## src/rtl/lbp_pkg.sv

```systemverilog
// Purpose: Shared constants for the local bus pin interface
// Assumes: 200 MHz core clock
// Notes:   Timing counts in core clock cycles
package lbp_pkg;
  localparam int unsigned CLK_PERIOD_PS  = 5000;
  localparam int unsigned ALE_WIDTH_NS   = 10;
  localparam int unsigned ALE_CYCLES     =
    (ALE_WIDTH_NS * 1000 + CLK_PERIOD_PS - 1) / CLK_PERIOD_PS;
  localparam int unsigned STROBE_MIN_NS  = 20;
  localparam int unsigned STROBE_CYCLES  =
    (STROBE_MIN_NS * 1000 + CLK_PERIOD_PS - 1) / CLK_PERIOD_PS;
  localparam int unsigned ADDR_W         = 16;
  localparam int unsigned DATA_W         = 16;
  localparam logic [7:0]  CNT_RST        = 8'h00;

  typedef enum logic [5:0] {
    LBP_ST_IDLE   = 6'h01,
    LBP_ST_ALE    = 6'h02,
    LBP_ST_STROBE = 6'h04,
    LBP_ST_WAIT   = 6'h08,
    LBP_ST_HREQ   = 6'h10,
    LBP_ST_HOLD   = 6'h20
  } lbp_state_t;
endpackage

```

## src/rtl/lbp_sync.sv

```systemverilog
// Purpose: Two flip-flop synchroniser for a vector of pin inputs
// Assumes: Inputs asynchronous to core_clk_i
// Notes:   First stage feeds only the second stage
`timescale 1ns/1ps
`default_nettype none
module lbp_sync #(
  parameter int unsigned WIDTH = 1,
  parameter logic        RST_V = 1'b0
) (
  input  wire logic             core_clk_i,
  input  wire logic             rst_n_i,
  input  wire logic [WIDTH-1:0] async_i,
  output logic      [WIDTH-1:0] sync_o
);
  logic [WIDTH-1:0] meta_r;
  logic [WIDTH-1:0] sync_r;

  always_ff @(posedge core_clk_i or negedge rst_n_i) begin
    if (!rst_n_i) begin
      meta_r <= {WIDTH{RST_V}};
      sync_r <= {WIDTH{RST_V}};
    end else begin
      meta_r <= async_i;
      sync_r <= meta_r;
    end
  end
  assign sync_o = sync_r;
endmodule
`default_nettype wire

```

## src/rtl/lbp_top.sv

```systemverilog
// Purpose: Local bus pin interface, device side
// Assumes: Control pins sampled through two flops, data lines sampled directly; tristate resolved outside
// Notes:   Master cycles start on req_valid_i; hold has priority
`timescale 1ns/1ps
`default_nettype none
// Function
// - Sixteen-bit address bus driven on bidirectional local address lines.
// - Sixteen-bit bidirectional local data bus for transfers.
// - Split bus mode puts address bits 15:0 on the address lines.
// - Split bus mode puts address bits 31:16 on the data lines.
// - Hold request high means device drives bus; low asks for hold.
// - In hold, drive bus request low to regain bus, high once regained.
// - Hold status pin as output goes low to confirm hold.
// - Hold status input high keeps device in hold, bus released.
// - Assert peripheral select to pick the addressed peripheral.
// - Accessed party holds ready low to extend the bus cycle.
// - Two peripheral interrupts; decode style sets their inactive level.
// - Interrupt output toward the local microcontroller.
module lbp_top (
  input  wire logic        core_clk_i,
  input  wire logic        rst_n_i,
  input  wire logic        split_bus_select_i,
  input  wire logic [31:0] split_addr_i,
  input  wire logic        req_valid_i,
  input  wire logic        req_write_i,
  input  wire logic        req_wide_i,
  input  wire logic [15:0] req_addr_i,
  input  wire logic [15:0] req_wdata_i,
  input  wire logic        req_want_bus_i,
  output logic             req_ready_o,
  output logic             rsp_valid_o,
  output logic [15:0]      rsp_rdata_o,
  input  wire logic        decode_style_select_i,
  output logic             local_cpu_irq_o,
  input  wire logic        local_cpu_irq_req_i,
  output logic             periph_irq_o,
  output logic [15:0]      local_addr_lines_o,
  output logic             local_addr_lines_oe_o,
  input  wire logic [15:0] local_data_lines_i,
  output logic [15:0]      local_data_lines_o,
  output logic             local_data_lines_oe_o,
  input  wire logic        hold_request_in_i,
  output logic             bus_request_out_o,
  input  wire logic        hold_status_pin_i,
  output logic             hold_status_pin_o,
  output logic             hold_status_pin_oe_o,
  input  wire logic        hold_status_as_input_i,
  output logic             peripheral_select_out_o,
  input  wire logic        slave_select_in_i,
  output logic             slave_selected_o,
  output logic             address_latch_strobe_o,
  output logic             read_strobe_o,
  output logic             write_strobe_o,
  output logic             upper_byte_enable_o,
  output logic             strobe_oe_o,
  input  wire logic        cycle_extend_ready_i,
  output logic             cycle_extend_ready_o,
  output logic             cycle_extend_ready_oe_o,
  input  wire logic        peripheral_irq_one_i,
  input  wire logic        peripheral_irq_two_i
);
  ////////////////////////////////////////////////////////////////////////////
  localparam logic [7:0] ALE_N = 8'(lbp_pkg::ALE_CYCLES);
  localparam logic [7:0] STB_N = 8'(lbp_pkg::STROBE_CYCLES);

  initial begin
    if (lbp_pkg::ALE_CYCLES < 1 || lbp_pkg::ALE_CYCLES > 255 ||
        lbp_pkg::STROBE_CYCLES < 1 || lbp_pkg::STROBE_CYCLES > 255)
      $error("Timing counts out of range");
  end

  // Pin synchronisers: hold, hold status, ready, slave select, irqs
  logic [5:0] pins_s;
  lbp_sync #(.WIDTH(6), .RST_V(1'b1)) u_sync (
    .core_clk_i (core_clk_i),
    .rst_n_i    (rst_n_i),
    .async_i    ({hold_request_in_i, hold_status_pin_i, cycle_extend_ready_i,
                  slave_select_in_i, peripheral_irq_one_i,
                  peripheral_irq_two_i}),
    .sync_o     (pins_s)
  );
  logic hreq_s, hstat_s, rdy_s, csi_s, irq1_s, irq2_s;
  assign {hreq_s, hstat_s, rdy_s, csi_s, irq1_s, irq2_s} = pins_s;

  // Inactive level follows decode style
  function automatic logic irq_active(input logic pin, input logic style);
    irq_active = style ? ~pin : pin;
  endfunction

  ////////////////////////////////////////////////////////////////////////////
  typedef struct packed {
    lbp_pkg::lbp_state_t st;
    logic [7:0]          cnt;
    logic [15:0]         addr;
    logic [15:0]         wdata;
    logic                wr;
    logic                wide;
    logic [15:0]         rdata;
    logic                rsp;
    logic                ale;
    logic                rd;
    logic                wrs;
    logic                bhe;
    logic                cso;
    logic                breq;
    logic                irqo;
    logic                pirq;
    logic                ssel;
  } lbp_regs_t;

  lbp_regs_t q_r;
  lbp_regs_t q_nxt;

  logic hold_want;
  assign hold_want = !hreq_s || (hold_status_as_input_i && hstat_s);

  always_comb begin
    q_nxt      = q_r;
    q_nxt.rsp  = 1'b0;
    q_nxt.irqo = local_cpu_irq_req_i;
    q_nxt.pirq = irq_active(irq1_s, decode_style_select_i) |
                 irq_active(irq2_s, decode_style_select_i);
    q_nxt.ssel = !csi_s;
    case (q_r.st)
      lbp_pkg::LBP_ST_IDLE: begin
        if (hold_want) begin
          q_nxt.st = lbp_pkg::LBP_ST_HOLD;
        end else if (req_valid_i) begin
          q_nxt.st    = lbp_pkg::LBP_ST_ALE;
          q_nxt.addr  = req_addr_i;
          q_nxt.wdata = req_wdata_i;
          q_nxt.wr    = req_write_i;
          q_nxt.wide  = req_wide_i;
          q_nxt.ale   = 1'b1;
          q_nxt.cso   = 1'b0;
          q_nxt.cnt   = ALE_N;
        end
      end
      lbp_pkg::LBP_ST_ALE: begin
        if (q_r.cnt <= 8'h01) begin
          q_nxt.ale = 1'b0;
          q_nxt.st  = lbp_pkg::LBP_ST_STROBE;
          q_nxt.rd  = q_r.wr;
          q_nxt.wrs = !q_r.wr;
          q_nxt.bhe = !q_r.wide;
          q_nxt.cnt = STB_N;
        end else begin
          q_nxt.cnt = q_r.cnt - 8'h01;
        end
      end
      lbp_pkg::LBP_ST_STROBE: begin
        if (q_r.cnt <= 8'h01) begin
          q_nxt.st = lbp_pkg::LBP_ST_WAIT;
        end else begin
          q_nxt.cnt = q_r.cnt - 8'h01;
        end
      end
      lbp_pkg::LBP_ST_WAIT: begin
        if (rdy_s) begin
          q_nxt.rdata = local_data_lines_i;
          q_nxt.rsp   = 1'b1;
          q_nxt.rd    = 1'b1;
          q_nxt.wrs   = 1'b1;
          q_nxt.bhe   = 1'b1;
          q_nxt.cso   = 1'b1;
          q_nxt.st    = lbp_pkg::LBP_ST_IDLE;
        end
      end
      lbp_pkg::LBP_ST_HOLD: begin
        if (!hold_want && req_want_bus_i) begin
          q_nxt.breq = 1'b0;
          q_nxt.st   = lbp_pkg::LBP_ST_HREQ;
        end else if (!hold_want) begin
          q_nxt.st = lbp_pkg::LBP_ST_IDLE;
        end
      end
      lbp_pkg::LBP_ST_HREQ: begin
        if (!hold_want) begin
          q_nxt.breq = 1'b1;
          q_nxt.st   = lbp_pkg::LBP_ST_IDLE;
        end
      end
      default: q_nxt.st = lbp_pkg::LBP_ST_IDLE;
    endcase
  end

  always_ff @(posedge core_clk_i or negedge rst_n_i) begin
    if (!rst_n_i) begin
      q_r       <= '0;
      q_r.st    <= lbp_pkg::LBP_ST_IDLE;
      q_r.cnt   <= lbp_pkg::CNT_RST;
      q_r.rd    <= 1'b1;
      q_r.wrs   <= 1'b1;
      q_r.bhe   <= 1'b1;
      q_r.cso   <= 1'b1;
      q_r.breq  <= 1'b1;
    end else begin
      q_r <= q_nxt;
    end
  end

  ////////////////////////////////////////////////////////////////////////////
  logic in_hold;
  logic driving;
  assign in_hold = (q_r.st == lbp_pkg::LBP_ST_HOLD) ||
                   (q_r.st == lbp_pkg::LBP_ST_HREQ);
  assign driving = !in_hold;

  // Split mode carries the wide address on both pin groups
  assign local_addr_lines_o = split_bus_select_i ? split_addr_i[15:0]
                                                 : q_r.addr;
  assign local_data_lines_o = split_bus_select_i ? split_addr_i[31:16]
                                                 : q_r.wdata;
  assign local_addr_lines_oe_o = driving;
  // Data pins driven for writes and in split mode, never in hold; reads leave them to the peripheral
  assign local_data_lines_oe_o = driving &&
    (split_bus_select_i || (q_r.wr && q_r.st != lbp_pkg::LBP_ST_IDLE));
  assign strobe_oe_o           = driving;
  assign hold_status_pin_o     = !in_hold;
  assign hold_status_pin_oe_o  = !hold_status_as_input_i;
  assign bus_request_out_o     = q_r.breq;
  assign peripheral_select_out_o = q_r.cso;
  assign address_latch_strobe_o  = q_r.ale;
  assign read_strobe_o           = q_r.rd;
  assign write_strobe_o          = q_r.wrs;
  assign upper_byte_enable_o     = q_r.bhe;
  // Device always ready when addressed as slave; no wait states added
  assign cycle_extend_ready_o    = 1'b1;
  assign cycle_extend_ready_oe_o = q_r.ssel;
  assign slave_selected_o        = q_r.ssel;
  assign local_cpu_irq_o         = q_r.irqo;
  assign periph_irq_o            = q_r.pirq;
  assign req_ready_o  = (q_r.st == lbp_pkg::LBP_ST_IDLE) && !hold_want;
  assign rsp_valid_o  = q_r.rsp;
  assign rsp_rdata_o  = q_r.rdata;
endmodule
`default_nettype wire

```

## config.mk

```make
export PLATFORM = sky130hd
export DESIGN_NAME = lbp_top
export DESIGN_NICKNAME = d
export VERILOG_FILES = /design/src/rtl/lbp_pkg.sv /design/src/rtl/lbp_sync.sv /design/src/rtl/lbp_top.sv
export SDC_FILE = /design/constraint.sdc
export NUM_CORES = 1
export LEC_CHECK = 0
export BUFFER_PORTS_ARGS = -buffer_cell sky130_fd_sc_hd__buf_4
export CAP_MARGIN = 20
export CORE_MARGIN = 3
export CORE_UTILIZATION = 48
export DETAILED_ROUTE_END_ITERATION = 7
export PLACE_DENSITY = 0.79
export SETUP_SLACK_MARGIN = 0.05
export SYNTH_ARGS = -nofsm -noshare
export SYNTH_HDL_FRONTEND = slang
export SYNTH_SLANG_ARGS = --single-unit
export TNS_END_PERCENT = 5
```

## constraint.sdc

```tcl
create_clock -name core_clk_i -period 3.2 [get_ports core_clk_i]
set_clock_uncertainty 0.2 [all_clocks]
set_input_delay 0.48 -clock core_clk_i [delete_from_list [all_inputs] [get_ports core_clk_i]]
set_output_delay 0.48 -clock core_clk_i [all_outputs]
set_load 0.02 [all_outputs]
```

==> flow_summary.json <==
{
  "root_buffer": "clkbuf_8",
  "ys.flop_type": "dfrtp_1",
  "leakage_nw": 2.71,
  "slew_violations": 0,
  "place.gp.congestion": 0.819,
  "fin_cells": 665,
  "cp-endpoint": "hold_status_pin_o",
  "synthDistinctLibCells": 52,
  "cp.depth": 3,
  "first_global_vias": 3391,
  "critPathKind": "reg -> out",
  "tightest_slew_ns": 0.899,
  "tns_ns": 0,
  "crit_fanout": 8,
  "drt_iter0_drc": 84,
  "vias": 3296,
  "regArea_um2": 2170,
  "startpoint": "q_r[69]",
  "async_reset_ff_frac": 1.00,
  "cts_sinks": 86,
  "diodes": 0,
  "final_nets": 656,
  "grt_max_degree": 87,
  "finalSetupViolations": 0,
  "worst_ir_drop_vdd_v": 0.000370,
  "clkLatencyLatePin_ns": 0.34,
  "cp-start-kind": "flip-flop",
  "cpPeakStageDelay_ns": 0.81,
  "cts_tree": "done",
  "rr_endpoint": "q_r[61]",
  "drt_wl_total_um": 9590,
  "final_util": 0.684,
  "dp_hpwl_um": 6940,
  "drv_cap": 0,
  "power_density_nw_per_um2": 707,
  "rows": 32,
  "worstRegToRegCells": 5,
  "fillCellCount": 649,
  "cp_top_family": "simple AND/OR/NAND/NOR gates",
  "switchingPower_mw": 1.34,
  "dp.cells": 647,
  "worstPathCellList": "nor4_1 > nand2_1 > buf_4",
  "rsz0062_at_grt": "no",
  "gr-total-overflow": 0,
  "intPower_mw": 2.49,
  "numCtsBuffers": 9,
  "die_area_um2": 9510,
  "synth_edf_count": 0,
  "syn_inst": 420,
  "die_width_um": 97.5,
  "yosys_warnings": 0,
  "critPathCaptureType": "output port",
  "critPathBufInv": 1,
  "drt-vias-per-instance": 4.96,
  "final_antenna_net_count": 0,
  "synthToLayoutAreaGrowth_pct": 34.8,
  "cts_resized": 0,
  "final_layout_size_suffix_gt1_frac": 0.430,
  "hold_class": "in -> reg",
  "multi_input_area_um2": 1590,
  "grt_pass1_wl_um": 15900,
  "fin_crit_sh": 0.856,
  "p_sw_frac": 0.350,
  "drc": 0,
  "clkPwrFrac": 0.218,
  "grt.total_usage": 0.203,
  "slowest_stage": "nor4_1",
  "synth_nets": 518,
  "ys_ff_latch": 86,
  "wire_per_inst_um": 14.4,
  "clk_pin_slew_worst_paths_ns": 0.09,
  "syn_area_um2": 4020,
  "max_freq_mhz": 365,
  "die_h_um": 97.5,
  "slew_headroom": 0.395,
  "rr_startpoint": "q_r[65]",
  "report.final.hold_viol_count": 0,
  "cts_max_level": 3,
  "crit_arrival_ns": 2.06,
  "cts_buffer_depth": 2,
  "antenna_found_initial": 0,
  "avgSynthCellArea_um2": 9.57,
  "io_buffers": 160,
  "regToRegSetupSlack_ns": 0.53,
  "core_um2": 7930,
  "critPathRequiredTime_ns": 2.52,
  "start_util": 0.507,
  "pwr-share-comb": 0.355,
  "run_status": "complete, no violations",
  "drtPass1Iterations": 4,
  "ys_seq_area_frac": 0.541,
  "seqPwrFrac": 0.427,
  "period_minus_slack_ns": 2.74,
  "ios": 162
}
==> cells in the final DEF (no fill, tap or decap), drive strengths merged, types with 3 or more instances in the layout <==
cell type / count
nor3: 4
buf: 166
inv: 7
a2bb2oi: 3
clkbuf: 10
or3: 4
mux2: 32
a31o: 3
nor2b: 7
nand2: 163
nor2: 15
dfstp: 18
dfrtp: 68
or4: 4
a21oi: 13
nor4: 3
==> cell type report <==
type                    count  area share
flip-flops and latches     86       0.401
multi-input cells         287       0.294
repair buffers            167       0.235
clock buffers              10      0.0235
well taps                 102      0.0235
clock inverters             6      0.0175
inverters                   7     0.00485
==> synthesized netlist by cell type (4+ instances only) <==
master	n	area, um2
a21oi_1	12	60.1
buf_4	20	150
clkbuf_1	18	67.6
dfrtp_1	68	1700
dfstp_2	18	473
inv_1	6	22.5
mux2_2	32	360
nand2_1	163	612
nor2_1	15	56.3
nor2b_1	7	43.8
nor3_1	4	20.0
==> power by group through the flow <==
stage          sequential, mW  clock, mW  combinational (mW)
2_1_floorplan            1.59          0               0.896
5_1_grt                  1.68      0.909                1.51
3_5_place_dp             1.65          0                1.38
4_1_cts                  1.64      0.860                1.38
6_report                 1.64      0.836                1.36
3_3_place_gp             1.64          0                1.33
==> how the worst min path moves through the flow <==
stage                         start                endpoint  depth (start not counted)
6_report          slave_select_in_i        u_sync.meta_r[2]                          1
3_3_place_gp       u_sync.meta_r[2]        u_sync.sync_o[2]                          0
4_1_cts           slave_select_in_i        u_sync.meta_r[2]                          1
2_1_floorplan               rst_n_i  address_latch_strobe_o                          0
3_5_place_dp       u_sync.meta_r[0]        u_sync.sync_o[0]                          0
5_1_grt        peripheral_irq_one_i        u_sync.meta_r[1]                          1
==> repair_timing <==
item / 4_1_cts / 5_1_grt
buffers inserted: 0 / 0
endpoints found under the hold margin: 0 / 23
hold buffers: 0 / 1
==> metrics by stage <==
stage                     setup slack (ns)  total power, mW  instance area [um2]  hold WS [ns]
after floorplan                      0.696             2.49                 4020       -0.0156
after global placement               0.610             2.97                 5160         0.146
after detailed placement             0.566             3.03                 5160         0.147
after CTS                            0.456             3.87                 5380        0.0145
after global routing                 0.146             4.10                 5420       0.00964
final                                0.462             3.83                 5420        0.0329
==> kinds of logic (layout without fill, tap and decap cells) <==
family / after synthesis / after routing / share of synthesized area
compound gates: 36 / 36 / 0.0653
xor+xnor: 2 / 2 / 0.00436
fa+ha+maj: 2 / 2 / 0.00622
buf+inv: 47 / 190 / 0.0628
flops: 86 / 86 / 0.541
mux: 33 / 33 / 0.0921
other cells: 1 / 1 / 0.000933
simple gates: 213 / 213 / 0.227
==> state kept, by name (all words and copies together), names as in the netlist <==
signal	count
q_r	48
rsp_rdata_o	16
u_sync.meta_r	6
u_sync.sync_o	6
address_latch_strobe_o	1
bus_request_out_o	1
cycle_extend_ready_oe_o	1
local_cpu_irq_o	1
periph_irq_o	1
peripheral_select_out_o	1
read_strobe_o	1
rsp_valid_o	1
upper_byte_enable_o	1
write_strobe_o	1
==> metal layers <==
layer	part of all wire	GRT usage	routed length (um)
met4	0.017	0.0756	165
met1	0.39	0.253	3780
met2	0.52	0.346	5000
met3	0.067	0.0438	645
met5	0	0	0
Note: power is estimated with default switching activity, not from simulation.
